==> config.mk <==
export PLATFORM = sky130hd
export DESIGN_NAME = int_trap_sys
export DESIGN_NICKNAME = d
export VERILOG_FILES = /design/src/include/int_trap_pkg.sv /design/src/hdl/int_trap_sys.sv
export SDC_FILE = /design/constraint.sdc
export NUM_CORES = 2
export LEC_CHECK = 0
export BUFFER_PORTS_ARGS = -buffer_cell sky130_fd_sc_hd__buf_2
export CAP_MARGIN = 20
export CORE_AREA = 2 2 352 354
export CTS_CLUSTER_SIZE = 25
export DETAILED_ROUTE_END_ITERATION = 6
export DIE_AREA = 0 0 354 356
export MAX_ROUTING_LAYER = met4
export PLACE_DENSITY_LB_ADDON = 0.08
export SYNTH_ARGS = -nofsm -noshare
export SYNTH_HDL_FRONTEND = slang
export SYNTH_SLANG_ARGS = --single-unit
==> constraint.sdc <==
create_clock -name ref_clk_i -period 221.8 [get_ports ref_clk_i]
set_input_delay 0 -clock ref_clk_i [delete_from_list [all_inputs] [get_ports ref_clk_i]]
set_output_delay 0 -clock ref_clk_i [all_outputs]
set_load 0.02 [all_outputs]
==> src/include/int_trap_pkg.sv <==
`default_nettype none
package int_trap_pkg;
  localparam int NODES = 46;
  localparam int DEDIC = 40;
  localparam int ERU_CH = 4;
  localparam int SHARED = 2;
  localparam int SHARED_SRC = 4;
  localparam int CHANS = 8;
  localparam int ESR_PINS = 3;
  localparam int HW_TRAPS = 6;
  localparam int TRAPS = 8;
  localparam int PRIO_W = 4;
  localparam int CH_W = 3;
  localparam int SEL_W = 2;
  localparam int CNT_W = 8;
  localparam int PTR_W = 16;
  localparam int VEC_W = 7;
  localparam int NODE_W = 6;
  localparam int TRAP_W = 3;
  localparam int LAT_W = 4;
  localparam int ADDR_W = 12;
  localparam int WORD_LSB = 2;
  localparam int PEC_SEL_LSB = 3;
  localparam int PEC_PTR_BIT = 2;
  localparam logic [ADDR_W-1:0] NODE_BASE = 12'h000;
  localparam logic [ADDR_W-1:0] NODE_END = 12'h0B8;
  localparam logic [ADDR_W-1:0] PEC_BASE = 12'h100;
  localparam logic [ADDR_W-1:0] ERU_CFG_ADDR = 12'h180;
  localparam logic [ADDR_W-1:0] SRC_SEL_ADDR = 12'h184;
  localparam logic [ADDR_W-1:0] TRAP_FLAG_ADDR = 12'h188;
  localparam logic [ADDR_W-1:0] SYS_CFG_ADDR = 12'h18C;
  localparam logic [ADDR_W-1:0] STATUS_ADDR = 12'h190;
  // node control fields
  localparam int NC_REQ = 0;
  localparam int NC_EN = 1;
  localparam int NC_PRIO = 2;
  localparam int NC_PEC_EN = 6;
  localparam int NC_PEC_CH = 7;
  // transfer channel fields
  localparam int PC_CNT = 0;
  localparam int PC_CONT = 8;
  localparam int PC_WORD = 9;
  localparam int PC_INC_SRC = 10;
  localparam int PC_INC_DST = 11;
  localparam int PP_SRC = 0;
  localparam int PP_DST = 16;
  // router fields
  localparam int EC_EDGE = 0;
  localparam int EC_ROUTE = 8;
  localparam int EC_GATE = 16;
  localparam int EC_PAT = 24;
  localparam int EC_MASK = 28;
  localparam int EDGE_RISE_BIT = 0;
  localparam int EDGE_FALL_BIT = 1;
  localparam logic [1:0] GATE_ALWAYS = 2'h1;
  localparam logic [1:0] GATE_MATCH = 2'h2;
  localparam logic [1:0] GATE_MISS = 2'h3;
  localparam int ST_VEC_LSB = 3;
  localparam int TRAP_SR0 = 0;
  localparam int TRAP_SR1 = 1;
  localparam int LAT_JC_CYC = 7;
  localparam int LAT_NOJC_CYC = 11;
  localparam logic [LAT_W-1:0] LAT_JC_LOAD = LAT_W'(LAT_JC_CYC - 1);
  localparam logic [LAT_W-1:0] LAT_NOJC_LOAD = LAT_W'(LAT_NOJC_CYC - 1);
  localparam logic [VEC_W-1:0] TRAP_VEC_BASE = 7'h00;
  localparam logic [VEC_W-1:0] NODE_VEC_BASE = 7'h10;
  localparam logic [CNT_W-1:0] CNT_ONE = 8'h01;
  localparam logic [1:0] RESP_OKAY = 2'h0;
  localparam logic [1:0] RESP_SLVERR = 2'h2;
  typedef enum logic [1:0] {
    ST_IDLE = 2'b00,
    ST_LAT = 2'b01,
    ST_VEC = 2'b11,
    ST_TRAP = 2'b10
  } svc_state_e;
endpackage : int_trap_pkg
`default_nettype wire

==> src/hdl/int_trap_sys.sv <==
// Summary of operation
// - each node routes to vectored service or a transfer channel
// - vectored service presents the node vector until the CPU acknowledges
// - transfer takes one cycle and produces no vector
// - transfer moves byte or word, then bumps source and/or destination
// - channel counter decrements per transfer unless continuous
// - counter at zero turns the request into a vectored service
// - eight independent transfer channels
// - response latency 7 clocks with jump cache, 11 without
// - 46 nodes, each with request flag, enable and priority
// - shared nodes take their source from a select register
// - router: 4 inputs, edge logic, routing matrix, 4 gating units
// - each input detects rising, falling or both edges
// - gating unit passes events on pattern match or miss
// - hardware trap branches to its own vector like an interrupt
// - each trap sets its own flag bit
// - trap preempts unless a higher priority trap runs
// - during a trap service interrupts and transfers wait
// - three service request pins make two system request traps
// - software trap number starts that vector's service
// - software writing the request flag raises a request
//
// Our own choices: the AXI4-Lite register port and the register offsets.
`default_nettype none
module int_trap_sys
  import int_trap_pkg::*;
(
  input wire logic ref_clk_i,
  input wire logic arst_n_i,
  input wire logic [ADDR_W-1:0] awaddr_i,
  input wire logic awvalid_i,
  output logic awready_o,
  input wire logic [31:0] wdata_i,
  input wire logic [3:0] wstrb_i,
  input wire logic wvalid_i,
  output logic wready_o,
  output logic [1:0] bresp_o,
  output logic bvalid_o,
  input wire logic bready_i,
  input wire logic [ADDR_W-1:0] araddr_i,
  input wire logic arvalid_i,
  output logic arready_o,
  output logic [31:0] rdata_o,
  output logic [1:0] rresp_o,
  output logic rvalid_o,
  input wire logic rready_i,
  input wire logic [DEDIC-1:0] node_req_i,
  input wire logic [SHARED_SRC-1:0] shared_src_i,
  input wire logic [ERU_CH-1:0] eru_in_i,
  input wire logic [ESR_PINS-1:0] esr_pin_i,
  input wire logic [HW_TRAPS-1:0] hw_trap_i,
  output logic int_req_o,
  output logic [VEC_W-1:0] vector_o,
  input wire logic int_ack_i,
  input wire logic trap_ret_i,
  input wire logic sw_trap_i,
  input wire logic [VEC_W-1:0] sw_trap_num_i,
  output logic sw_trap_ready_o,
  output logic pec_valid_o,
  output logic [CH_W-1:0] pec_chan_o,
  output logic pec_word_o,
  output logic [PTR_W-1:0] pec_src_o,
  output logic [PTR_W-1:0] pec_dst_o
);
  typedef struct packed {
    logic [NODES-1:0] req;
    logic [NODES-1:0] en;
    logic [NODES-1:0][PRIO_W-1:0] prio;
    logic [NODES-1:0] pec_en;
    logic [NODES-1:0][CH_W-1:0] pec_ch;
    logic [CHANS-1:0][CNT_W-1:0] cnt;
    logic [CHANS-1:0] cont, word, inc_src, inc_dst;
    logic [CHANS-1:0][PTR_W-1:0] src, dst;
    logic [ERU_CH-1:0][1:0] edge_cfg, route, gate;
    logic [ERU_CH-1:0] pat, mask, eru_prev;
    logic [SHARED-1:0][SEL_W-1:0] sel;
    logic [ESR_PINS-1:0] esr_prev;
    logic [TRAPS-1:0] trap_flag_register, tpend;
    logic jc;
    svc_state_e st;
    logic [LAT_W-1:0] lat;
    logic [VEC_W-1:0] vec;
    logic is_trap;
    logic [TRAP_W-1:0] cur_trap;
    logic pec_valid, pec_word;
    logic [CH_W-1:0] pec_chan;
    logic [PTR_W-1:0] pec_src, pec_dst;
    logic aw_h, w_h, bvalid, rvalid;
    logic [ADDR_W-1:0] awaddr;
    logic [31:0] wdata, rdata;
    logic [3:0] wstrb;
    logic [1:0] bresp, rresp;
  } state_s;

  state_s q, d;
  logic [ERU_CH-1:0] eru_evt, ogu_out;
  logic pat_hit;
  logic [ESR_PINS-1:0] esr_rise;
  logic [TRAPS-1:0] trap_evt;
  logic [NODES-1:0] node_set;
  logic gv, tv, trap_go, node_grant, pec_fire, zero_hit, wr_fire, in_lat;
  logic [NODE_W-1:0] g, nidx;
  logic [TRAP_W-1:0] tk;
  logic [CH_W-1:0] pch, wch;
  logic [PRIO_W-1:0] best_p;
  logic [LAT_W-1:0] lat_load;
  logic [ADDR_W-1:0] wa;
  logic [31:0] wd, wm, nv;
  logic [CNT_W-1:0] cnt_sel;

  function automatic logic mapped(logic [ADDR_W-1:0] a);
    return (a < NODE_END) || (a >= PEC_BASE && a <= STATUS_ADDR);
  endfunction : mapped

  function automatic logic [PTR_W-1:0] ptr_step(logic [PTR_W-1:0] p,
                                                logic inc, logic w);
    logic [PTR_W-1:0] step;
    step = w ? 16'h0002 : 16'h0001;
    return inc ? p + step : p;
  endfunction : ptr_step

  function automatic logic [31:0] rd_word(state_s s, logic [ADDR_W-1:0] a);
    logic [31:0] r;
    logic [NODE_W-1:0] n;
    logic [CH_W-1:0] c;
    r = '0;
    n = NODE_W'(a >> WORD_LSB);
    c = CH_W'(a >> PEC_SEL_LSB);
    if (a < NODE_END) begin
      r[NC_REQ] = s.req[n];
      r[NC_EN] = s.en[n];
      r[NC_PRIO +: PRIO_W] = s.prio[n];
      r[NC_PEC_EN] = s.pec_en[n];
      r[NC_PEC_CH +: CH_W] = s.pec_ch[n];
    end else if (a >= PEC_BASE && a < ERU_CFG_ADDR) begin
      if (a[PEC_PTR_BIT]) begin
        r[PP_SRC +: PTR_W] = s.src[c];
        r[PP_DST +: PTR_W] = s.dst[c];
      end else begin
        r[PC_CNT +: CNT_W] = s.cnt[c];
        r[PC_CONT] = s.cont[c];
        r[PC_WORD] = s.word[c];
        r[PC_INC_SRC] = s.inc_src[c];
        r[PC_INC_DST] = s.inc_dst[c];
      end
    end else begin
      unique case (a)
        ERU_CFG_ADDR: r = {s.mask, s.pat, 8'(s.gate), 8'(s.route),
                           8'(s.edge_cfg)};
        SRC_SEL_ADDR: r[SHARED*SEL_W-1:0] = s.sel;
        TRAP_FLAG_ADDR: r[TRAPS-1:0] = s.trap_flag_register;
        SYS_CFG_ADDR: r[0] = s.jc;
        STATUS_ADDR: r[ST_VEC_LSB+VEC_W-1:0] = {s.vec, s.is_trap, s.st};
        default: r = '0;
      endcase
    end
    return r;
  endfunction : rd_word

  assign wa = q.aw_h ? q.awaddr : awaddr_i;
  assign wd = q.w_h ? q.wdata : wdata_i;
  assign nidx = NODE_W'(wa >> WORD_LSB);
  assign wch = CH_W'(wa >> PEC_SEL_LSB);
  assign pch = q.pec_ch[g];
  assign cnt_sel = q.cnt[pch];
  assign lat_load = q.jc ? LAT_JC_LOAD : LAT_NOJC_LOAD;
  assign trap_go = tv && (q.st == ST_IDLE ||
                          (q.st == ST_TRAP && tk < q.cur_trap));
  assign node_grant = q.st == ST_IDLE && !tv && !sw_trap_i && gv;
  assign in_lat = q.st == ST_LAT;

  always_comb begin
    for (int b = 0; b < 4; b++) begin
      wm[8*b +: 8] = {8{q.w_h ? q.wstrb[b] : wstrb_i[b]}};
    end
    nv = (rd_word(q, wa) & ~wm) | (wd & wm);
  end

  // node arbitration; ties go to the lower node number
  always_comb begin
    gv = 1'b0;
    g = '0;
    best_p = '0;
    for (int n = 0; n < NODES; n++) begin
      if (q.req[n] && q.en[n] && q.prio[n] > best_p) begin
        gv = 1'b1;
        g = NODE_W'(n);
        best_p = q.prio[n];
      end
    end
    tv = |q.tpend;
    tk = '0;
    for (int t = TRAPS - 1; t >= 0; t--) begin
      if (q.tpend[t]) begin
        tk = TRAP_W'(t);
      end
    end
  end

  always_comb begin
    d = q;
    d.pec_valid = 1'b0;
    pec_fire = 1'b0;
    zero_hit = 1'b0;
    for (int i = 0; i < ERU_CH; i++) begin
      eru_evt[i] = (q.edge_cfg[i][EDGE_RISE_BIT] & eru_in_i[i] &
                    ~q.eru_prev[i]) |
                   (q.edge_cfg[i][EDGE_FALL_BIT] & ~eru_in_i[i] &
                    q.eru_prev[i]);
    end
    pat_hit = ((eru_in_i ^ q.pat) & q.mask) == '0;
    for (int j = 0; j < ERU_CH; j++) begin
      ogu_out[j] = eru_evt[q.route[j]] &
                   ((q.gate[j] == GATE_ALWAYS) |
                    (q.gate[j] == GATE_MATCH & pat_hit) |
                    (q.gate[j] == GATE_MISS & ~pat_hit));
    end
    d.eru_prev = eru_in_i;
    esr_rise = esr_pin_i & ~q.esr_prev;
    d.esr_prev = esr_pin_i;
    trap_evt = {hw_trap_i, |esr_rise[ESR_PINS-1:TRAP_SR1],
                esr_rise[TRAP_SR0]};
    node_set = {{SHARED{1'b0}}, ogu_out, node_req_i};
    for (int s = 0; s < SHARED; s++) begin
      node_set[DEDIC+ERU_CH+s] = shared_src_i[q.sel[s]];
    end
    // register bus: address and data may arrive in either order
    if (awvalid_i && awready_o) begin
      d.aw_h = 1'b1;
      d.awaddr = awaddr_i;
    end
    if (wvalid_i && wready_o) begin
      d.w_h = 1'b1;
      d.wdata = wdata_i;
      d.wstrb = wstrb_i;
    end
    wr_fire = (q.aw_h | (awvalid_i & awready_o)) &
              (q.w_h | (wvalid_i & wready_o));
    if (q.bvalid && bready_i) begin
      d.bvalid = 1'b0;
    end
    if (wr_fire) begin
      d.aw_h = 1'b0;
      d.w_h = 1'b0;
      d.bvalid = 1'b1;
      d.bresp = mapped(wa) ? RESP_OKAY : RESP_SLVERR;
      if (wa < NODE_END) begin
        d.req[nidx] = nv[NC_REQ];
        d.en[nidx] = nv[NC_EN];
        d.prio[nidx] = nv[NC_PRIO +: PRIO_W];
        d.pec_en[nidx] = nv[NC_PEC_EN];
        d.pec_ch[nidx] = nv[NC_PEC_CH +: CH_W];
      end else if (wa >= PEC_BASE && wa < ERU_CFG_ADDR) begin
        if (wa[PEC_PTR_BIT]) begin
          d.src[wch] = nv[PP_SRC +: PTR_W];
          d.dst[wch] = nv[PP_DST +: PTR_W];
        end else begin
          d.cnt[wch] = nv[PC_CNT +: CNT_W];
          d.cont[wch] = nv[PC_CONT];
          d.word[wch] = nv[PC_WORD];
          d.inc_src[wch] = nv[PC_INC_SRC];
          d.inc_dst[wch] = nv[PC_INC_DST];
        end
      end else begin
        unique case (wa)
          ERU_CFG_ADDR: begin
            d.edge_cfg = nv[EC_EDGE +: 2*ERU_CH];
            d.route = nv[EC_ROUTE +: 2*ERU_CH];
            d.gate = nv[EC_GATE +: 2*ERU_CH];
            d.pat = nv[EC_PAT +: ERU_CH];
            d.mask = nv[EC_MASK +: ERU_CH];
          end
          SRC_SEL_ADDR: d.sel = nv[SHARED*SEL_W-1:0];
          TRAP_FLAG_ADDR: d.trap_flag_register = q.trap_flag_register & ~(wd[TRAPS-1:0] & wm[TRAPS-1:0]);
          SYS_CFG_ADDR: d.jc = nv[0];
          default: d.jc = q.jc;
        endcase
      end
    end
    if (q.rvalid && rready_i) begin
      d.rvalid = 1'b0;
    end
    if (arvalid_i && arready_o) begin
      d.rvalid = 1'b1;
      d.rdata = rd_word(q, araddr_i);
      d.rresp = mapped(araddr_i) ? RESP_OKAY : RESP_SLVERR;
    end
    // service sequencing
    if (trap_go) begin
      d.tpend[tk] = 1'b0;
      d.cur_trap = tk;
      d.is_trap = 1'b1;
      d.vec = TRAP_VEC_BASE + VEC_W'(tk);
      d.st = ST_LAT;
      d.lat = lat_load;
    end else begin
      unique case (q.st)
        ST_IDLE: begin
          if (sw_trap_i) begin
            d.vec = sw_trap_num_i;
            d.is_trap = 1'b0;
            d.st = ST_LAT;
            d.lat = lat_load;
          end else if (gv) begin
            d.req[g] = 1'b0;
            if (q.pec_en[g] && (q.cont[pch] || q.cnt[pch] != '0)) begin
              pec_fire = 1'b1;
              d.pec_valid = 1'b1;
              d.pec_chan = pch;
              d.pec_word = q.word[pch];
              d.pec_src = q.src[pch];
              d.pec_dst = q.dst[pch];
              d.src[pch] = ptr_step(q.src[pch], q.inc_src[pch],
                                    q.word[pch]);
              d.dst[pch] = ptr_step(q.dst[pch], q.inc_dst[pch],
                                    q.word[pch]);
              if (!q.cont[pch]) begin
                d.cnt[pch] = q.cnt[pch] - CNT_ONE;
              end
            end else begin
              zero_hit = q.pec_en[g];
              d.vec = NODE_VEC_BASE + VEC_W'(g);
              d.is_trap = 1'b0;
              d.st = ST_LAT;
              d.lat = lat_load;
            end
          end
        end
        ST_LAT: begin
          if (q.lat == '0) begin
            d.st = ST_VEC;
          end else begin
            d.lat = q.lat - LAT_W'(1);
          end
        end
        ST_VEC: begin
          if (int_ack_i) begin
            d.st = q.is_trap ? ST_TRAP : ST_IDLE;
          end
        end
        ST_TRAP: begin
          if (trap_ret_i) begin
            d.st = ST_IDLE;
          end
        end
      endcase
    end
    // late sets win over same-cycle clears
    d.req = d.req | node_set;
    d.trap_flag_register = d.trap_flag_register | trap_evt;
    d.tpend = d.tpend | trap_evt;
  end

  always_ff @(posedge ref_clk_i or negedge arst_n_i) begin
    if (!arst_n_i) begin
      q <= '0;
    end else begin
      q <= d;
    end
  end

  assign awready_o = !q.aw_h && !q.bvalid;
  assign wready_o = !q.w_h && !q.bvalid;
  assign bvalid_o = q.bvalid;
  assign bresp_o = q.bresp;
  assign arready_o = !q.rvalid;
  assign rvalid_o = q.rvalid;
  assign rdata_o = q.rdata;
  assign rresp_o = q.rresp;
  assign int_req_o = q.st == ST_VEC;
  assign vector_o = q.vec;
  assign sw_trap_ready_o = q.st == ST_IDLE && !tv;
  assign pec_valid_o = q.pec_valid;
  assign pec_chan_o = q.pec_chan;
  assign pec_word_o = q.pec_word;
  assign pec_src_o = q.pec_src;
  assign pec_dst_o = q.pec_dst;
endmodule : int_trap_sys
`default_nettype wire

==> out/results.ini <==
[global_route]
grt_pass1_vias=70370
grt_start_max_net_pins=171
grt_pass1_wl_um=486000
grt_antenna_before_repair=25
grtUsageTotal_pct=53.7
grt.overflow.total=0

[logic_synthesis]
yosysTopAreaCell=dfrtp_1
synth_warnings=0
yosysTopAreaCellShare_pct=32.1
synth-main-ff-cell=dfrtp_1
synthArstFlopShare_pct=100
yosys-top-cells-area=dfrtp_1 32%, mux4_2 8.7%, mux2_2 6.9%
synth-edff-count=0
synth_common_cells=1012 x dfrtp_1, 982 x nand2_1, 573 x a21oi_1
syn-cell-area_mm2=0.0788
ys_seq_area_share_pct=32.1
syn_inst=7972
ys_types=200
synth.most_common_cell=dfrtp_1
syn_area_per_cell_um2=9.88
ys_ff_latch=1012

[status]
violations=design-rule violations, max-slew violations
status=complete, but fails checks

[clocking]
post_cts.resized_instances=0
cts_setup_buffers=0
cts_hold_buf=186
cts.path.max_buffers=3
cts-root-buf=clkbuf_16
clock_latency_ns=0.81
path_clk_slew_ns=0.07
clock-sinks=1012
numCtsBuffers=114
cts_tree=done
htreeDepth=3

[pwr]
p_int_mw=0.381
pwr-share-seq_pct=33.1
ir_drop_mv=0.0175
power_density_mw_per_mm2=7.41
combPwrFrac_pct=32.5
power_leakage_nw=36.1
pwr-share-clk_pct=34.4
power.switching_mw=0.252
switching_share_pct=39.8

[critical_path]
rr_worst_depth=375
crit_path_start_kind=flip-flop
path_class=reg2reg
cp-endpoint=q[455]$_DFF_PN0_
critPathMostFrequentCell=ha_1
cp.arrival_ns=87.29
cp-startpoint=q[968]$_DFF_PN0_
crit_path_end_kind=flip-flop
r2r-end=q[455]$_DFF_PN0_
max_stage_delay_ns=1.04
cp_data_required_time_ns=222.43
slowest_stage=a21oi_1
r2r-start=q[968]$_DFF_PN0_
cp_max_fo=38
r2r_slack_ns=135.14

[placement]
port-buffer-count=218
gp_congestion=1.06
placed_cells=9287
postPlaceCellArea_mm2=0.0791
hpwl_um=223000

[timing]
slew_viol_final=4
finalCritPeriodShare_pct=39.1
relSlewSlack_pct=-6.46
fin_skew_ns=0.0940
period_minus_slack_ns=86.66
max_freq_ghz=0.0115
finalHoldViolCount=0
setup_tns_ns=0
worst_pin_slew_ns=1.60
setup-violations-final=0
rsz0062_at_grt=no

[floorplan]
die_w_um=354
core_area_mm2=0.123
design.die.area_mm2=0.126
die_y_um=356
rows=129
num_io_pins=221
initial_utilization_pct=64.2

[detailed_routing]
routed_wl_um=338000
routed_via_density=7.72
maxUsedRoutingLayer=met4
first_pass_iters=7
detail_route.wl_per_cell_um=34.8
route.met2.wl_um=135000
drc=143
vias=75124
detail-route-antenna-nets=0
drt-initial-drc-count=13912
met1_length_um=121000
wl_met3_um=61300

[cells_and_area]
fin_nets=8216
drive_above_1_share_pct=24.9
syn_to_final_growth_pct=8.41
stdcell_count=9728
final_area_mm2=0.0854
postLayoutCoreUtil_pct=69.6

[min_path]
min-delay-path-class=in2reg
min_from=hw_trap_i[2]

[flow_run]
cap_violations=0

## power by group through the flow
stage	clock, mW	sequential (mW)	combinational, mW
after floorplan	0	0.206	0.114
after global routing	0.223	0.210	0.208
final	0.218	0.210	0.206
after CTS	0.215	0.208	0.191
after global placement	0	0.210	0.184
after detailed placement	0	0.211	0.186
## worst min path at each step
stage / endpoint / slack (ns) / cells past startpoint
2_1_floorplan: async pin / -0.30 / 0
3_3_place_gp: q[159]$_DFF_PN0_ / 0.12 / 1
3_5_place_dp: q[159]$_DFF_PN0_ / 0.13 / 1
4_1_cts: q[5]$_DFFE_PN0P_ / 0.001 / 3
5_1_grt: q[985]$_DFF_PN0_ / 0.04 / 3
6_report: q[155]$_DFF_PN0_ / 0.01 / 3
## stage by stage
step	power [mW]	hold WS [ns]	setup WS, ns
after floorplan	0.320	-0.296	148.91
after global placement	0.394	0.125	139.92
after detailed placement	0.397	0.126	137.79
after CTS	0.614	0.00113	137.28
after global routing	0.642	0.0352	129.93
final	0.633	0.0105	135.14
## cell families (layout without fill, tap and decap cells)
kind of cell	count (synthesis)	after routing	synth area share, %
other	1	32	0.00476
XOR/XNOR	102	102	1.22
multiplexers	1272	1272	22.1
flip-flops	1012	1012	32.1
AO/OA/AOI/OAI	2147	2147	19.7
adder cells (fa/ha/maj)	130	130	2.06
AND/OR/NAND/NOR	2400	2400	15.9
buffers and inverters	908	996	6.91
## metal layers
| metal | up-vias | GRT usage, % |
|---|---|---|
| met5 | - | - |
| met4 | 0 | 26.8 |
| met3 | 1615 | 28.3 |
| met2 | 6935 | 70.7 |
| met1 | 36619 | 66.7 |
| li1 | 29955 | - |
## critical path: cells and delay by family, from the launching register on
family,cells,cell delay (ns)
AOI/OAI and AO/OA,154,35.15
and+or+nand+nor,121,25.29
adders and majority gates,49,14.42
muxes,21,6.73
buffers and inverters,29,3.86
DFF,1,0.49
xor gates and xnor gates,1,0.48
## cells in the final DEF, fill, tap and decap left out, types with 27 or more instances in the layout
cell type,instances
a211oi_1,334
a21boi_0,27
a21o_1,27
a21oi_1,571
a22oi_1,36
a311oi_1,79
a31oi_1,73
and2_1,171
and2_2,68
and3_1,42
and3_2,37
buf_2,213
buf_4,162
clkbuf_16,116
dfrtp_1,1011
diode_2,30
dlygate4sd3_1,185
ha_1,118
inv_1,200
mux2_1,32
mux2_2,482
mux2i_1,406
mux4_2,303
nand2_1,980
nand3_1,267
nand4_1,50
nor2_1,285
nor2b_1,39
nor3_1,82
o211ai_1,64
o21a_1,27
o21ai_0,245
o21ai_1,35
o22ai_1,54
o31ai_1,114
or2_2,58
xnor2_1,67
xor2_1,27
## final cells by class
| cell class | instances | area (um2) |
|---|---|---|
| Clock inverter | 65 | 1010 |
| Clock buffer | 150 | 3250 |
| Sequential cell | 1012 | 25300 |
| Inverter | 202 | 763 |
| Fill cell | 9266 | 37200 |
| Tap cell | 1637 | 2050 |
| Multi-Input combinational cell | 6053 | 48500 |
| Antenna cell | 30 | 75.1 |
| Timing Repair Buffer | 579 | 4470 |
Note: power is estimated with default switching activity, not from simulation.
